## src/core/gpt_pkg.sv

```systemverilog
// Constants, register map and mode types of the 16-bit timer/counter.
//
// How it works
// Timer mode counts every clock cycle up to period, then restarts at zero.
// Idle with stop_in_idle set halts timer, sync and gated counting.
// Sync counter mode counts synchronised pin rises, wrapping at period.
// Async counter mode counts every rising pin edge, wrapping after period.
// Async counter stops in idle only when stop_in_idle is one.
// Gated mode counts each clock cycle only while the gate pin is high.
// Software enables gating with gate bit, timer_on, and internal source.
// Selected input clock is divided by 1, 8, 64 or 256.
// Prescaler clears on count write, on timer_on clearing, and on reset.
// With the timer off the prescaler is frozen, not advanced.
// Control writes leave the count alone; only count writes change it.
// In sleep counting continues only if on, external and asynchronous.
// Counting in sleep still wraps at period and may raise the request.
// Count equal to period sets the flag; request goes out if enabled.
// Software clears the flag; hardware never clears it.
// Gated mode also sets the flag on the gate pin falling edge.
// The request leaves the block only when period_irq_enable is set.
// Reset loads period with all ones and control with all zeros.
// Prescale codes 00, 01, 10, 11 mean divide by 1, 8, 64, 256.
// Match falls on the tick where count equals period; count becomes zero.
`default_nettype none
package gpt_pkg;

  localparam int unsigned GPT_DATA_W = 16;
  localparam int unsigned GPT_ADDR_W = 12;
  localparam int unsigned GPT_PRE_W = 8;

  // Register indices as printed; byte address is four times the index
  localparam logic [GPT_ADDR_W-1:0] GPT_IDX_COUNT = 12'h100;
  localparam logic [GPT_ADDR_W-1:0] GPT_IDX_PERIOD = 12'h102;
  localparam logic [GPT_ADDR_W-1:0] GPT_IDX_CONTROL = 12'h104;
  localparam logic [GPT_ADDR_W-1:0] GPT_IDX_IRQ = 12'h106;
  localparam logic [GPT_ADDR_W-1:0] GPT_ADDR_COUNT = GPT_IDX_COUNT << 2;
  localparam logic [GPT_ADDR_W-1:0] GPT_ADDR_PERIOD = GPT_IDX_PERIOD << 2;
  localparam logic [GPT_ADDR_W-1:0] GPT_ADDR_CONTROL = GPT_IDX_CONTROL << 2;
  localparam logic [GPT_ADDR_W-1:0] GPT_ADDR_IRQ = GPT_IDX_IRQ << 2;

  // Field positions in timer_control
  localparam int unsigned GPT_BIT_TIMER_ON = 15;
  localparam int unsigned GPT_BIT_STOP_IN_IDLE = 13;
  localparam int unsigned GPT_BIT_GATED = 6;
  localparam int unsigned GPT_BIT_PRE_HI = 5;
  localparam int unsigned GPT_BIT_PRE_LO = 4;
  localparam int unsigned GPT_BIT_EXT_SYNC = 2;
  localparam int unsigned GPT_BIT_CLK_SRC = 1;
  localparam logic [GPT_DATA_W-1:0] GPT_CONTROL_MASK = 16'hA076;

  // Field positions in the interrupt register
  localparam int unsigned GPT_BIT_IRQ_FLAG = 0;
  localparam int unsigned GPT_BIT_IRQ_EN = 1;

  // Reset values
  localparam logic [GPT_DATA_W-1:0] GPT_RST_PERIOD = 16'hFFFF;
  localparam logic [GPT_DATA_W-1:0] GPT_RST_CONTROL = 16'h0000;
  localparam logic [GPT_DATA_W-1:0] GPT_RST_COUNT = 16'h0000;
  localparam logic [GPT_DATA_W-1:0] GPT_COUNT_ONE = 16'h0001;

  // Prescaler terminal counts (divide minus one)
  localparam logic [GPT_PRE_W-1:0] GPT_TERM_DIV1 = 8'h00;
  localparam logic [GPT_PRE_W-1:0] GPT_TERM_DIV8 = 8'h07;
  localparam logic [GPT_PRE_W-1:0] GPT_TERM_DIV64 = 8'h3F;
  localparam logic [GPT_PRE_W-1:0] GPT_TERM_DIV256 = 8'hFF;
  localparam logic [GPT_PRE_W-1:0] GPT_PRE_ONE = 8'h01;
  localparam logic [GPT_PRE_W-1:0] GPT_PRE_ZERO = 8'h00;

  // Prescale select codes
  typedef enum logic [1:0] {
    GPT_DIV1 = 2'b00,
    GPT_DIV8 = 2'b01,
    GPT_DIV64 = 2'b10,
    GPT_DIV256 = 2'b11
  } gpt_div_t;

  // Counting modes decoded from the control bits
  typedef enum logic [1:0] {
    GPT_MODE_TIMER = 2'b00,
    GPT_MODE_GATED = 2'b01,
    GPT_MODE_SYNC = 2'b10,
    GPT_MODE_ASYNC = 2'b11
  } gpt_mode_t;

  // AHB-Lite encodings
  localparam logic [1:0] GPT_HTRANS_NONSEQ = 2'b10;
  localparam logic GPT_HRESP_OKAY = 1'b0;

endpackage : gpt_pkg
`default_nettype wire

```

## src/core/gpt_timer.sv

```systemverilog
// Top of the 16-bit timer/counter with its AHB-Lite register slave.
`default_nettype none
module gpt_timer #(
  parameter int unsigned DATA_W = gpt_pkg::GPT_DATA_W,
  parameter int unsigned ADDR_W = gpt_pkg::GPT_ADDR_W
) (
  input wire logic CLK,
  input wire logic RSTN,
  input wire logic HSEL,
  input wire logic [31:0] HADDR,
  input wire logic [1:0] HTRANS,
  input wire logic HWRITE,
  input wire logic [2:0] HSIZE,
  input wire logic [31:0] HWDATA,
  input wire logic HREADY,
  output logic [31:0] HRDATA,
  output logic HREADYOUT,
  output logic HRESP,
  input wire logic IDLE,
  input wire logic SLEEP,
  input wire logic EXT_CLOCK_GATE_PIN,
  output logic PERIOD_IRQ
);

  //////////////////////////////////////////////////////////////////////////
  // Declarations

  logic [DATA_W-1:0] count_q;
  logic [DATA_W-1:0] count_d;
  logic [DATA_W-1:0] period_q;
  logic [DATA_W-1:0] period_d;
  logic [DATA_W-1:0] control_q;
  logic [DATA_W-1:0] control_d;
  logic flag_q;
  logic flag_d;
  logic irq_en_q;
  logic irq_en_d;
  logic irq_out_q;

  logic wr_pend_q;
  logic [ADDR_W-1:0] wr_addr_q;
  logic [31:0] rdata_q;
  logic [31:0] rdata_d;

  logic pin_meta_q;
  logic pin_sync_q;
  logic pin_prev_q;
  logic pin_rise;
  logic pin_fall;

  logic accept;
  logic acc_read;
  logic [ADDR_W-1:0] acc_addr;
  logic [DATA_W-1:0] wdata;
  logic wr_count;
  logic wr_period;
  logic wr_control;
  logic wr_irq;

  logic timer_on;
  logic stop_in_idle;
  logic gated_accumulate_enable;
  logic external_sync_select;
  logic clock_source_select;
  gpt_pkg::gpt_div_t prescale_select;
  gpt_pkg::gpt_mode_t mode;

  logic idle_halt;
  logic sleep_halt;
  logic run;
  logic raw_tick;
  logic mode_tick;
  logic pre_tick;
  logic pre_clear;
  logic ton_falls;
  logic match;
  logic gate_end;
  logic flag_set;
  logic flag_clr;

  //////////////////////////////////////////////////////////////////////////
  // Register map decode

  // Read mux shared by the data phase register
  function automatic logic [31:0] read_mux(
    input logic [ADDR_W-1:0] a,
    input logic [DATA_W-1:0] cnt,
    input logic [DATA_W-1:0] per,
    input logic [DATA_W-1:0] ctl,
    input logic flg,
    input logic ien
  );
    logic [31:0] r;
    r = 32'h0000_0000;
    if (a == gpt_pkg::GPT_ADDR_COUNT) begin
      r[DATA_W-1:0] = cnt;
    end else if (a == gpt_pkg::GPT_ADDR_PERIOD) begin
      r[DATA_W-1:0] = per;
    end else if (a == gpt_pkg::GPT_ADDR_CONTROL) begin
      r[DATA_W-1:0] = ctl;
    end else if (a == gpt_pkg::GPT_ADDR_IRQ) begin
      r[gpt_pkg::GPT_BIT_IRQ_FLAG] = flg;
      r[gpt_pkg::GPT_BIT_IRQ_EN] = ien;
    end
    return r;
  endfunction : read_mux

  //////////////////////////////////////////////////////////////////////////
  // AHB-Lite slave

  // Zero wait states, so the slave never stretches a transfer
  assign HREADYOUT = 1'b1;
  assign HRESP = gpt_pkg::GPT_HRESP_OKAY;
  assign HRDATA = rdata_q;

  // Address phase taken on NONSEQ with the bus ready
  assign accept = HSEL & HREADY & (HTRANS == gpt_pkg::GPT_HTRANS_NONSEQ);
  assign acc_read = accept & ~HWRITE;
  assign acc_addr = HADDR[ADDR_W-1:0];

  // Write strobes in the data phase, where HWDATA stands
  assign wdata = HWDATA[DATA_W-1:0];
  assign wr_count = wr_pend_q & (wr_addr_q == gpt_pkg::GPT_ADDR_COUNT);
  assign wr_period = wr_pend_q & (wr_addr_q == gpt_pkg::GPT_ADDR_PERIOD);
  assign wr_control = wr_pend_q & (wr_addr_q == gpt_pkg::GPT_ADDR_CONTROL);
  assign wr_irq = wr_pend_q & (wr_addr_q == gpt_pkg::GPT_ADDR_IRQ);

  // Read data sampled at the address phase; unmapped reads give zero
  assign rdata_d = acc_read ?
                   read_mux(acc_addr, count_q, period_q, control_q,
                            flag_q, irq_en_q) :
                   32'h0000_0000;

  // Address phase capture for the following write data phase
  always_ff @(posedge CLK) begin
    if (!RSTN) begin
      wr_pend_q <= 1'b0;
      wr_addr_q <= '0;
      rdata_q <= 32'h0000_0000;
    end else begin
      wr_pend_q <= accept & HWRITE;
      wr_addr_q <= acc_addr;
      rdata_q <= rdata_d;
    end
  end

  //////////////////////////////////////////////////////////////////////////
  // Pin synchroniser and edge detection

  // Two flops before any logic; the third flop only serves the edge detect
  always_ff @(posedge CLK) begin
    if (!RSTN) begin
      pin_meta_q <= 1'b0;
      pin_sync_q <= 1'b0;
      pin_prev_q <= 1'b0;
    end else begin
      pin_meta_q <= EXT_CLOCK_GATE_PIN;
      pin_sync_q <= pin_meta_q;
      pin_prev_q <= pin_sync_q;
    end
  end

  assign pin_rise = pin_sync_q & ~pin_prev_q;
  assign pin_fall = ~pin_sync_q & pin_prev_q;

  //////////////////////////////////////////////////////////////////////////
  // Control fields and mode decode

  assign timer_on = control_q[gpt_pkg::GPT_BIT_TIMER_ON];
  assign stop_in_idle = control_q[gpt_pkg::GPT_BIT_STOP_IN_IDLE];
  assign gated_accumulate_enable = control_q[gpt_pkg::GPT_BIT_GATED];
  assign external_sync_select = control_q[gpt_pkg::GPT_BIT_EXT_SYNC];
  assign clock_source_select = control_q[gpt_pkg::GPT_BIT_CLK_SRC];
  assign prescale_select = gpt_pkg::gpt_div_t'(
    control_q[gpt_pkg::GPT_BIT_PRE_HI:gpt_pkg::GPT_BIT_PRE_LO]);

  // Gating only applies with the internal source selected
  assign mode = clock_source_select ?
                (external_sync_select ? gpt_pkg::GPT_MODE_SYNC :
                                        gpt_pkg::GPT_MODE_ASYNC) :
                (gated_accumulate_enable ? gpt_pkg::GPT_MODE_GATED :
                                           gpt_pkg::GPT_MODE_TIMER);

  // Input tick per mode, before the prescaler
  always_comb begin
    mode_tick = 1'b0;
    unique case (mode)
      gpt_pkg::GPT_MODE_TIMER: mode_tick = 1'b1;
      gpt_pkg::GPT_MODE_GATED: mode_tick = pin_sync_q;
      gpt_pkg::GPT_MODE_SYNC: mode_tick = pin_rise;
      gpt_pkg::GPT_MODE_ASYNC: mode_tick = pin_rise;
    endcase
  end

  //////////////////////////////////////////////////////////////////////////
  // Run conditions for idle and sleep

  // Idle halts every mode when stop_in_idle is set, async included
  assign idle_halt = IDLE & stop_in_idle; // see R2
  // Sleep keeps only the on, external, asynchronous combination alive
  assign sleep_halt = SLEEP & (mode != gpt_pkg::GPT_MODE_ASYNC);
  assign run = timer_on & ~idle_halt & ~sleep_halt;
  // A halted timer delivers no ticks, so the prescaler stays frozen
  assign raw_tick = run & mode_tick;

  //////////////////////////////////////////////////////////////////////////
  // Prescaler

  // Clearing timer_on is seen as the control write that drops the bit
  assign ton_falls = wr_control & timer_on &
                     ~wdata[gpt_pkg::GPT_BIT_TIMER_ON];
  assign pre_clear = wr_count | ton_falls;

  gpt_prescale #(
    .PRE_W(gpt_pkg::GPT_PRE_W)
  ) u_prescale (
    .clk(CLK),
    .rstn(RSTN),
    .clear(pre_clear),
    .tick_in(raw_tick),
    .div_sel(prescale_select),
    .tick_out(pre_tick)
  );

  //////////////////////////////////////////////////////////////////////////
  // Count and period

  // Match on the prescaled tick, count returning to zero on that tick
  assign match = pre_tick & (count_q == period_q); // see R20

  // Software write beats a tick in the same cycle
  assign count_d = wr_count ? wdata :
                   !pre_tick ? count_q :
                   match ? gpt_pkg::GPT_RST_COUNT : // see R1 see R3
                   count_q + gpt_pkg::GPT_COUNT_ONE;

  assign period_d = wr_period ? wdata : period_q;

  // Only defined bits are stored; the rest read as zero
  assign control_d = wr_control ? (wdata & gpt_pkg::GPT_CONTROL_MASK) :
                     control_q;

  always_ff @(posedge CLK) begin
    if (!RSTN) begin
      count_q <= gpt_pkg::GPT_RST_COUNT;
      period_q <= gpt_pkg::GPT_RST_PERIOD;
      control_q <= gpt_pkg::GPT_RST_CONTROL;
    end else begin
      count_q <= count_d;
      period_q <= period_d;
      control_q <= control_d;
    end
  end

  //////////////////////////////////////////////////////////////////////////
  // Interrupt flag and request

  // Gate fall ends an accumulation interval; only while the timer is on
  assign gate_end = timer_on & (mode == gpt_pkg::GPT_MODE_GATED) &
                    pin_fall;
  assign flag_set = match | gate_end;
  // Write one to clear; hardware itself never clears the flag
  assign flag_clr = wr_irq & wdata[gpt_pkg::GPT_BIT_IRQ_FLAG];
  // Set wins over a clear in the same cycle, so no event is lost
  assign flag_d = flag_set | (flag_q & ~flag_clr);
  assign irq_en_d = wr_irq ? wdata[gpt_pkg::GPT_BIT_IRQ_EN] : irq_en_q;

  always_ff @(posedge CLK) begin
    if (!RSTN) begin
      flag_q <= 1'b0;
      irq_en_q <= 1'b0;
      irq_out_q <= 1'b0;
    end else begin
      flag_q <= flag_d;
      irq_en_q <= irq_en_d;
      irq_out_q <= flag_d & irq_en_d;
    end
  end

  // Registered request, level until flag cleared or enable dropped
  assign PERIOD_IRQ = irq_out_q; // see R14

endmodule : gpt_timer
`default_nettype wire

```

## src/core/gpt_prescale.sv

```systemverilog
// Prescaler that divides the selected input tick by 1, 8, 64 or 256.
`default_nettype none
module gpt_prescale #(
  parameter int unsigned PRE_W = gpt_pkg::GPT_PRE_W
) (
  input wire logic clk,
  input wire logic rstn,
  input wire logic clear,
  input wire logic tick_in,
  input wire gpt_pkg::gpt_div_t div_sel,
  output logic tick_out
);

  logic [PRE_W-1:0] cnt_q;
  logic [PRE_W-1:0] cnt_d;
  logic [PRE_W-1:0] term;
  logic at_term;

  // Terminal count for each select code
  function automatic logic [PRE_W-1:0] term_of(input gpt_pkg::gpt_div_t s);
    logic [PRE_W-1:0] t;
    t = gpt_pkg::GPT_TERM_DIV1;
    unique case (s)
      gpt_pkg::GPT_DIV1: t = gpt_pkg::GPT_TERM_DIV1;
      gpt_pkg::GPT_DIV8: t = gpt_pkg::GPT_TERM_DIV8;
      gpt_pkg::GPT_DIV64: t = gpt_pkg::GPT_TERM_DIV64;
      gpt_pkg::GPT_DIV256: t = gpt_pkg::GPT_TERM_DIV256;
    endcase
    return t;
  endfunction : term_of

  // Divide: one output tick per term+1 input ticks
  assign term = term_of(div_sel);
  assign at_term = (cnt_q >= term);
  assign tick_out = tick_in & at_term;
  assign cnt_d = clear ? gpt_pkg::GPT_PRE_ZERO :
                 !tick_in ? cnt_q :
                 at_term ? gpt_pkg::GPT_PRE_ZERO :
                 cnt_q + gpt_pkg::GPT_PRE_ONE;

  // Counter holds whenever neither an input tick nor a clear arrives
  always_ff @(posedge clk) begin
    if (!rstn) begin
      cnt_q <= gpt_pkg::GPT_PRE_ZERO;
    end else begin
      cnt_q <= cnt_d;
    end
  end

endmodule : gpt_prescale
`default_nettype wire

```

## config.mk

```make
export PLATFORM = sky130hd
export DESIGN_NAME = gpt_timer
export DESIGN_NICKNAME = d
export VERILOG_FILES = /design/src/core/gpt_pkg.sv /design/src/core/gpt_timer.sv /design/src/core/gpt_prescale.sv
export SDC_FILE = /design/constraint.sdc
export NUM_CORES = 1
export LEC_CHECK = 0
export ABC_CLOCK_PERIOD_IN_PS = 6500
export BUFFER_PORTS_ARGS = -buffer_cell sky130_fd_sc_hd__buf_2
export CAP_MARGIN = 20
export CORE_ASPECT_RATIO = 1.5
export CORE_UTILIZATION = 57
export DETAILED_ROUTE_END_ITERATION = 10
export PLACE_DENSITY = 0.86
export SLEW_MARGIN = 25
export SYNTH_ARGS = -nofsm -noshare
export SYNTH_HDL_FRONTEND = slang
export SYNTH_SLANG_ARGS = --single-unit
```

## constraint.sdc

```tcl
create_clock -name CLK -period 6.5 [get_ports CLK]
set_clock_uncertainty 0.05 [all_clocks]
set_input_delay 0.325 -clock CLK [delete_from_list [all_inputs] [get_ports CLK]]
set_output_delay 0.325 -clock CLK [all_outputs]
set_load 0.05 [all_outputs]
```

==> out/metrics.cfg, run 1 <==
[drt]
wl_per_cell_um=16.4
drt-initial-drc-count=211
dr.pass1.iters=5
vias_per_cell=5.96
vias=3456
ant_nets=0
routed_wl_um=9500
drcViolationCount=0

[clocking]
clk_latency_ns=0.36
numClockSinks=82
clockRootBuffer=clkbuf_8
cts-hold-fix-buffers=0
cts_tree=built
cts_buffers=9
cts_resized=0
clk_pin_slew_ns=0.08
ctsLongestPathBuffers=2
cts_max_level=3
cts_setup_buffers=0

[place]
place.gp.congestion=0.937
dp_cells=564
preCtsSetupSlack_ns=3.84
port_buffers=54
hpwl_um=6680

[floorplanning]
die_w_um=71.7
initial_core_util_pct=59.8
die_h_um=107
num_io_pins=112
die_area_um2=7640
placementRows=37
coreArea_um2=6940

[global_route]
antenna_found_initial=0
grt_pass1_wl_um=15200
grt_use_total_pct=25.8
grt-ovfl-total=0
grt_max_degree=51
grt_pass1_vias=3280

[power]
netSwitchingPower_mw=0.238
p_leak_nw=1.84
ir_drop_uv=182
seq_power_share_pct=53.4
clockPowerShare_pct=39.1
finalPower_mw=0.966
p_int_mw=0.728
powerDensity_nw_per_um2=214
combPwrFrac_pct=7.5
switching_share_pct=24.7

[logic_synthesis]
ys_seq_area_share_pct=39.5
syn_avg_cell_area_um2=9.07
ys.warnings.count=0
synth.most_common_cell=dfxtp_1
ys.flop_type=dfxtp_1
netlist.area_leader.share_pct=39.5
synthArstFlopShare_pct=0
synth_area_leaders=dfxtp_1, mux2i_1, nand2_1
synth_commonest_cells=dfxtp_1, nand2_1, nor2_1
ys_seq_elements=82
post_synth_num_cell_types=56
synth_edf_count=0
synth_top_cell_by_area=dfxtp_1
synthesis.area_um2=4150
synthCells=458

[sta]
worst_slew_pin_slew_ns=0.917
final_max_slew_viol_count=0
rsz0062_at_grt=no
hold_viol=0
max_freq_mhz=401
fin_tns_setup_ns=0
maxSlewHeadroom_pct=38.7
setup_viol=0
period_share_pct=38.4
final.min_clock_period_ns=2.49
setup_slack_ns=4.01

[outcome]
status=finished, final reports clean

[setup_path]
slowest_delay_ns=0.57
critPathSlowestCell=a21oi_2
crit_type=reg2reg
critical_path_buf_inv_count=0
required_ns=6.70
crit_arrival_ns=2.70
crit_path_end_kind=register
critPathLaunchType=register
worstPathCellList=nand2_1, ha_1, and4_1, o2111ai_2, a21oi_2, a21oi_1, a221o_1
crit_fanout=11
cp_top_family=compound AO/OA/AOI/OAI gates

[cells_and_area]
instances_no_fill=580
fillers=572
num_antenna_cells=0
final_core_util_pct=65.0
nets=582
area_growth_pct=8.65
drive_above_1_share_pct=17.9

[run]
maxCapViolCount=0

[worst_hold_path]
hp-class=in2reg

worst paths after layout:
kind                                   start      endpoint  slack, ns  cells past startpoint
worst max-delay path            control_q[5]   count_q[11]       4.01                      7
worst min-delay path                HADDR[2]  wr_addr_q[2]       0.13                      2
worst max register to register  control_q[5]   count_q[11]       4.01                      7
worst min register to register    pin_meta_q    pin_sync_q       0.40                      1
flip-flops by register name, indices dropped and copies added (netlist names):
register	flops
irq_en_q	1
HRDATA	16
wr_addr_q	12
count_q	16
control_q	7
period_q	16
u_prescale.cnt_q	8
flag_q	1
pin_prev_q	1
wr_pend_q	1
PERIOD_IRQ	1
pin_sync_q	1
pin_meta_q	1
area by class of cell:
| class | instances | area [um2] | share of cell area (%) |
|---|---|---|---|
| Timing Repair Buffer | 54 | 270 | 5.99 |
| Clock inverter | 5 | 52.6 | 1.16 |
| Clock buffer | 11 | 151 | 3.36 |
| Inverter | 8 | 30.0 | 0.666 |
| Tap cell | 78 | 97.6 | 2.16 |
| Multi-Input combinational cell | 342 | 2270 | 50.3 |
| Sequential cell | 82 | 1640 | 36.4 |
per-stage QoR:
| stage | cell area (um2) | hold WS [ns] |
|---|---|---|
| 4_1_cts | 4510 | 0.127 |
| 3_3_place_gp | 4300 | 0.364 |
| 5_1_grt | 4510 | 0.131 |
| 6_report | 4510 | 0.134 |
| 2_1_floorplan | 4210 | 0.362 |
| 3_5_place_dp | 4300 | 0.382 |
layer usage:
layer / up-vias / routed length (um) / global-route usage [%] / part of all wire [%]
li1: 1648 / - / - / -
met1: 1620 / 3700 / 28.4 / 39
met2: 150 / 4910 / 44.6 / 52
met3: 38 / 481 / 3.89 / 5.1
met4: 0 / 403 / 17.8 / 4.2
met5: - / 0 / 0 / 0
layout by cell type, fill, tap and decap left out, types with 2 or more instances in the layout:
cell and count:
inv_1 8, and3_1 4, nand4_1 5, a21oi_1 20, nand2b_1 4, nor2_1 38
or3_1 3, nor4_4 2, and2_1 18, a221o_1 11, buf_2 54, nand3_2 2
xor2_1 19, clkinv_2 3, mux2i_1 32, nor3_1 14, xnor2_1 4, clkbuf_8 11
nand2_1 55, nor4_1 5, nor2b_1 15, o21ai_0 6, nand3_1 12, dfxtp_1 82
and4_1 5, ha_1 8, a22oi_1 9, nor4_2 3, o31a_1 5, conb_1 18
power groups by stage:
| stage | clock, mW | combinational (mW) | sequential (mW) |
|---|---|---|---|
| 2_1_floorplan | 0 | 0.0587 | 0.526 |
| 3_3_place_gp | 0 | 0.0699 | 0.527 |
| 3_5_place_dp | 0 | 0.0714 | 0.528 |
| 4_1_cts | 0.380 | 0.0718 | 0.516 |
| 5_1_grt | 0.402 | 0.0768 | 0.517 |
| 6_report | 0.378 | 0.0721 | 0.516 |
worst register-to-register path: cells and delay by family (launching register included):
family	cells	cell delay, ns
DFF	1	0.43
and+or+nand+nor	2	0.37
AOI/OAI and AO/OA	4	1.20
adders and majority gates	1	0.33
cells by family after synthesis:
kind of cell	count (synthesis)	share of synthesized area [%]
other cells	2	0.181
xor+xnor	23	4.85
simple gates	197	26.0
flops	82	39.5
compound gates	63	11.6
fa+ha+maj	8	2.41
buf+inv	50	7.38
mux	33	7.98
Power figures use the tool's default switching activity.
==> run 2, diff against run 1 <==
--- a/config.mk
+++ b/config.mk
@@ -5,13 +5,14 @@
 export SDC_FILE = /design/constraint.sdc
 export NUM_CORES = 1
 export LEC_CHECK = 0
-export ABC_CLOCK_PERIOD_IN_PS = 6500
+export ABC_AREA = 1
+export ABC_CLOCK_PERIOD_IN_PS = 2410
 export BUFFER_PORTS_ARGS = -buffer_cell sky130_fd_sc_hd__buf_2
 export CAP_MARGIN = 20
 export CORE_ASPECT_RATIO = 1.5
-export CORE_UTILIZATION = 57
+export CORE_UTILIZATION = 53
 export DETAILED_ROUTE_END_ITERATION = 10
-export PLACE_DENSITY = 0.86
+export PLACE_DENSITY = 0.8
 export SLEW_MARGIN = 25
 export SYNTH_ARGS = -nofsm -noshare
 export SYNTH_HDL_FRONTEND = slang
==> constraint.sdc (replaced) <==
create_clock -name CLK -period 2.41 [get_ports CLK]
set_clock_uncertainty 0.05 [all_clocks]
set_input_delay 0.1205 -clock CLK [delete_from_list [all_inputs] [get_ports CLK]]
set_output_delay 0.1205 -clock CLK [all_outputs]
set_load 0.05 [all_outputs]
==> run 2 against run 1 <==
Compared with the run above: total power rose to 3.1 times the previous value; die area rose by 12%; critical endpoint is now HRDATA[5]; register-to-register slack got worse by 3.6 ns; first-iteration DRC count rose by 110%; synthesized cell count rose by 44%.
==> out/metrics.cfg, run 2 <==
[worst_hold_path]
hp-class=in2reg
worstHoldPathCells=3

[place]
place.gp.congestion=0.900
hpwl_um=8040
placed_area_um2=4660
port_buffers=54

[logic_synthesis]
synth_top_cell_by_area=dfxtp_1
ys.warnings.count=0
netlist.area_leader.share_pct=38.0
synthesis.area_um2=4320
synthCells=661
ys_seq_elements=82
synth_edf_count=0
ys.flop_type=dfxtp_1
synth_area_leaders=dfxtp_1, nand2_1, nor2_1
synth.most_common_cell=nand2_1
synth_commonest_cells=nand2_1, nor2_1, dfxtp_1
post_synth_num_cell_types=36
syn_avg_cell_area_um2=6.53
ys_seq_area_share_pct=38.0
synthArstFlopShare_pct=0

[power]
ir_drop_uv=448
p_leak_nw=2.49
powerDensity_nw_per_um2=586

[setup_path]
crit_path_end_kind=register
reg2reg_depth=15
r2r_slack_ns=0.36
required_ns=2.58
crit_fanout=16
crit_type=in2reg
r2r_start=control_q[5]
startpoint=HADDR[9]
rr_endpoint=count_q[6]
worstSetupEndpoint=HRDATA[5]
critPathLaunchType=input port
crit_arrival_ns=2.23

[clocking]
ctsLongestPathBuffers=2
cts_buffers=9
cts_max_level=3
clk_latency_ns=0.34
numClockSinks=82
cts_tree=built
clk_pin_slew_ns=0.06
clockRootBuffer=clkbuf_16

[drt]
wl_per_cell_um=13.7
routed_wl_um=11500
drcViolationCount=0
vias=4433
drt-initial-drc-count=436
ant_nets=0
vias_per_cell=5.27
dr.pass1.iters=5

[cells_and_area]
drive_above_1_share_pct=12.6
final_cell_mix=nand2_1, nor2_1, dfxtp_1
area_growth_pct=18.5
fin_area_um2=5120
layout.cells.most_common=nand2_1
num_antenna_cells=0
nets=817
fillers=712

[sta]
final.min_clock_period_ns=2.06
max_freq_mhz=486
period_share_pct=85.4
setup_viol=0
worst_slew_pin_slew_ns=0.568
final_max_slew_viol_count=0
rsz0062_at_grt=no
fin_tns_setup_ns=0
maxSlewHeadroom_pct=61.6
hold_viol=0

[global_route]
grt_use_total_pct=28.5
grt_max_degree=40
grt-ovfl-total=0
antenna_found_initial=0
grt_pass1_vias=4165
grt_pass1_wl_um=18300

[floorplanning]
die_w_um=75.7
placementRows=40
die_h_um=113
num_io_pins=112
die_area_um2=8520
coreArea_um2=7960
initial_core_util_pct=54.3

[run]
maxCapViolCount=0

[outcome]
status=finished, final reports clean

## run 2: cell types whose count changed in the layout (fill, tap and decap cells not counted), moves of 18 or more
cell | before | now
nor2_1 | 38 | 85
inv_1 | 8 | 78
nand2_1 | 55 | 191
nand3_1 | 12 | 51
mux2i_1 | 32 | 0
and2_1 | 18 | 0
## run 2: through the flow
| step | util (%) | setup WS (ns) | std cells | total power [mW] | hold WS, ns |
|---|---|---|---|---|---|
| detailed placement | 58.6 | 0.380 | 811 | 1.58 | 0.256 |
| global placement | 58.6 | 0.460 | 811 | 1.58 | 0.256 |
| finish | 64.3 | 0.352 | 841 | 3.00 | 0.0129 |
| global route | 64.3 | 0.193 | 841 | 3.08 | 0.0174 |
| floorplan | - | 0.555 | 677 | 1.54 | 0.164 |
| CTS | 64.3 | 0.310 | 841 | 3.00 | 0.0125 |
## run 2: area by class of cell
class / instances / area (um2) / share of cell area [%]
Multi-Input combinational cell: 471 / 2190 / 42.8
Timing Repair Buffer: 85 / 541 / 10.6
Clock buffer: 12 / 236 / 4.62
Sequential cell: 82 / 1640 / 32.1
Tap cell: 105 / 131 / 2.57
Clock inverter: 3 / 65.1 / 1.27
Inverter: 83 / 312 / 6.09
## run 2: kinds of logic after synthesis
| logic type | after synthesis | synth area share, % |
|---|---|---|
| flops | 82 | 38.0 |
| other cells | 2 | 0.174 |
| compound gates | 57 | 6.78 |
| fa+ha+maj | 8 | 2.32 |
| simple gates | 375 | 37.2 |
| xor+xnor | 13 | 2.64 |
| buf+inv | 124 | 12.9 |
## run 2: repair_timing
action	in CTS	in global routing
setup buffers	0	0
setup endpoints to repair	0	4
resized for setup	0	1
hold buffers	15	0
endpoints found under the hold margin	14	0
## run 2: worst min path at each step
stage | start | to | slack, ns
after floorplan | HADDR[0] | wr_addr_q[0] | 0.16
final | HWDATA[14] | period_q[14] | 0.01
after global placement | EXT_CLOCK_GATE_PIN | pin_meta_q | 0.26
after CTS | HWDATA[14] | period_q[14] | 0.01
after detailed placement | EXT_CLOCK_GATE_PIN | pin_meta_q | 0.26
after global routing | HWDATA[9] | period_q[9] | 0.02
## run 2: power breakdown
part	switching (mW)	internal [mW]	leakage [nW]	total (mW)
clock network	0.522	0.901	0.147	1.42
logic	0.141	0.0587	1.68	0.200
registers	0.00827	1.37	0.665	1.38
total	0.672	2.33	2.49	3.00
## run 2: routing by layer
| metal | global-route usage, % | routed length [um] | vias to the layer above |
|---|---|---|---|
| met3 | 5.92 | 677 | 53 |
| met4 | 16.2 | 591 | 0 |
| met2 | 50.5 | 5950 | 181 |
| li1 | - | - | 2188 |
| met1 | 30.1 | 4280 | 2011 |
| met5 | 0 | 0 | - |
## run 2: critical path, stage by stage
cell and delay, ns:
dlygate4sd3_1 0.54, buf_2 0.13, nor2_1 0.09, nand3_1 0.13, nor3b_1 0.34, nand2_1 0.25
inv_2 0.33, nand2_1 0.13, nand2_1 0.09, a21oi_1 0.07
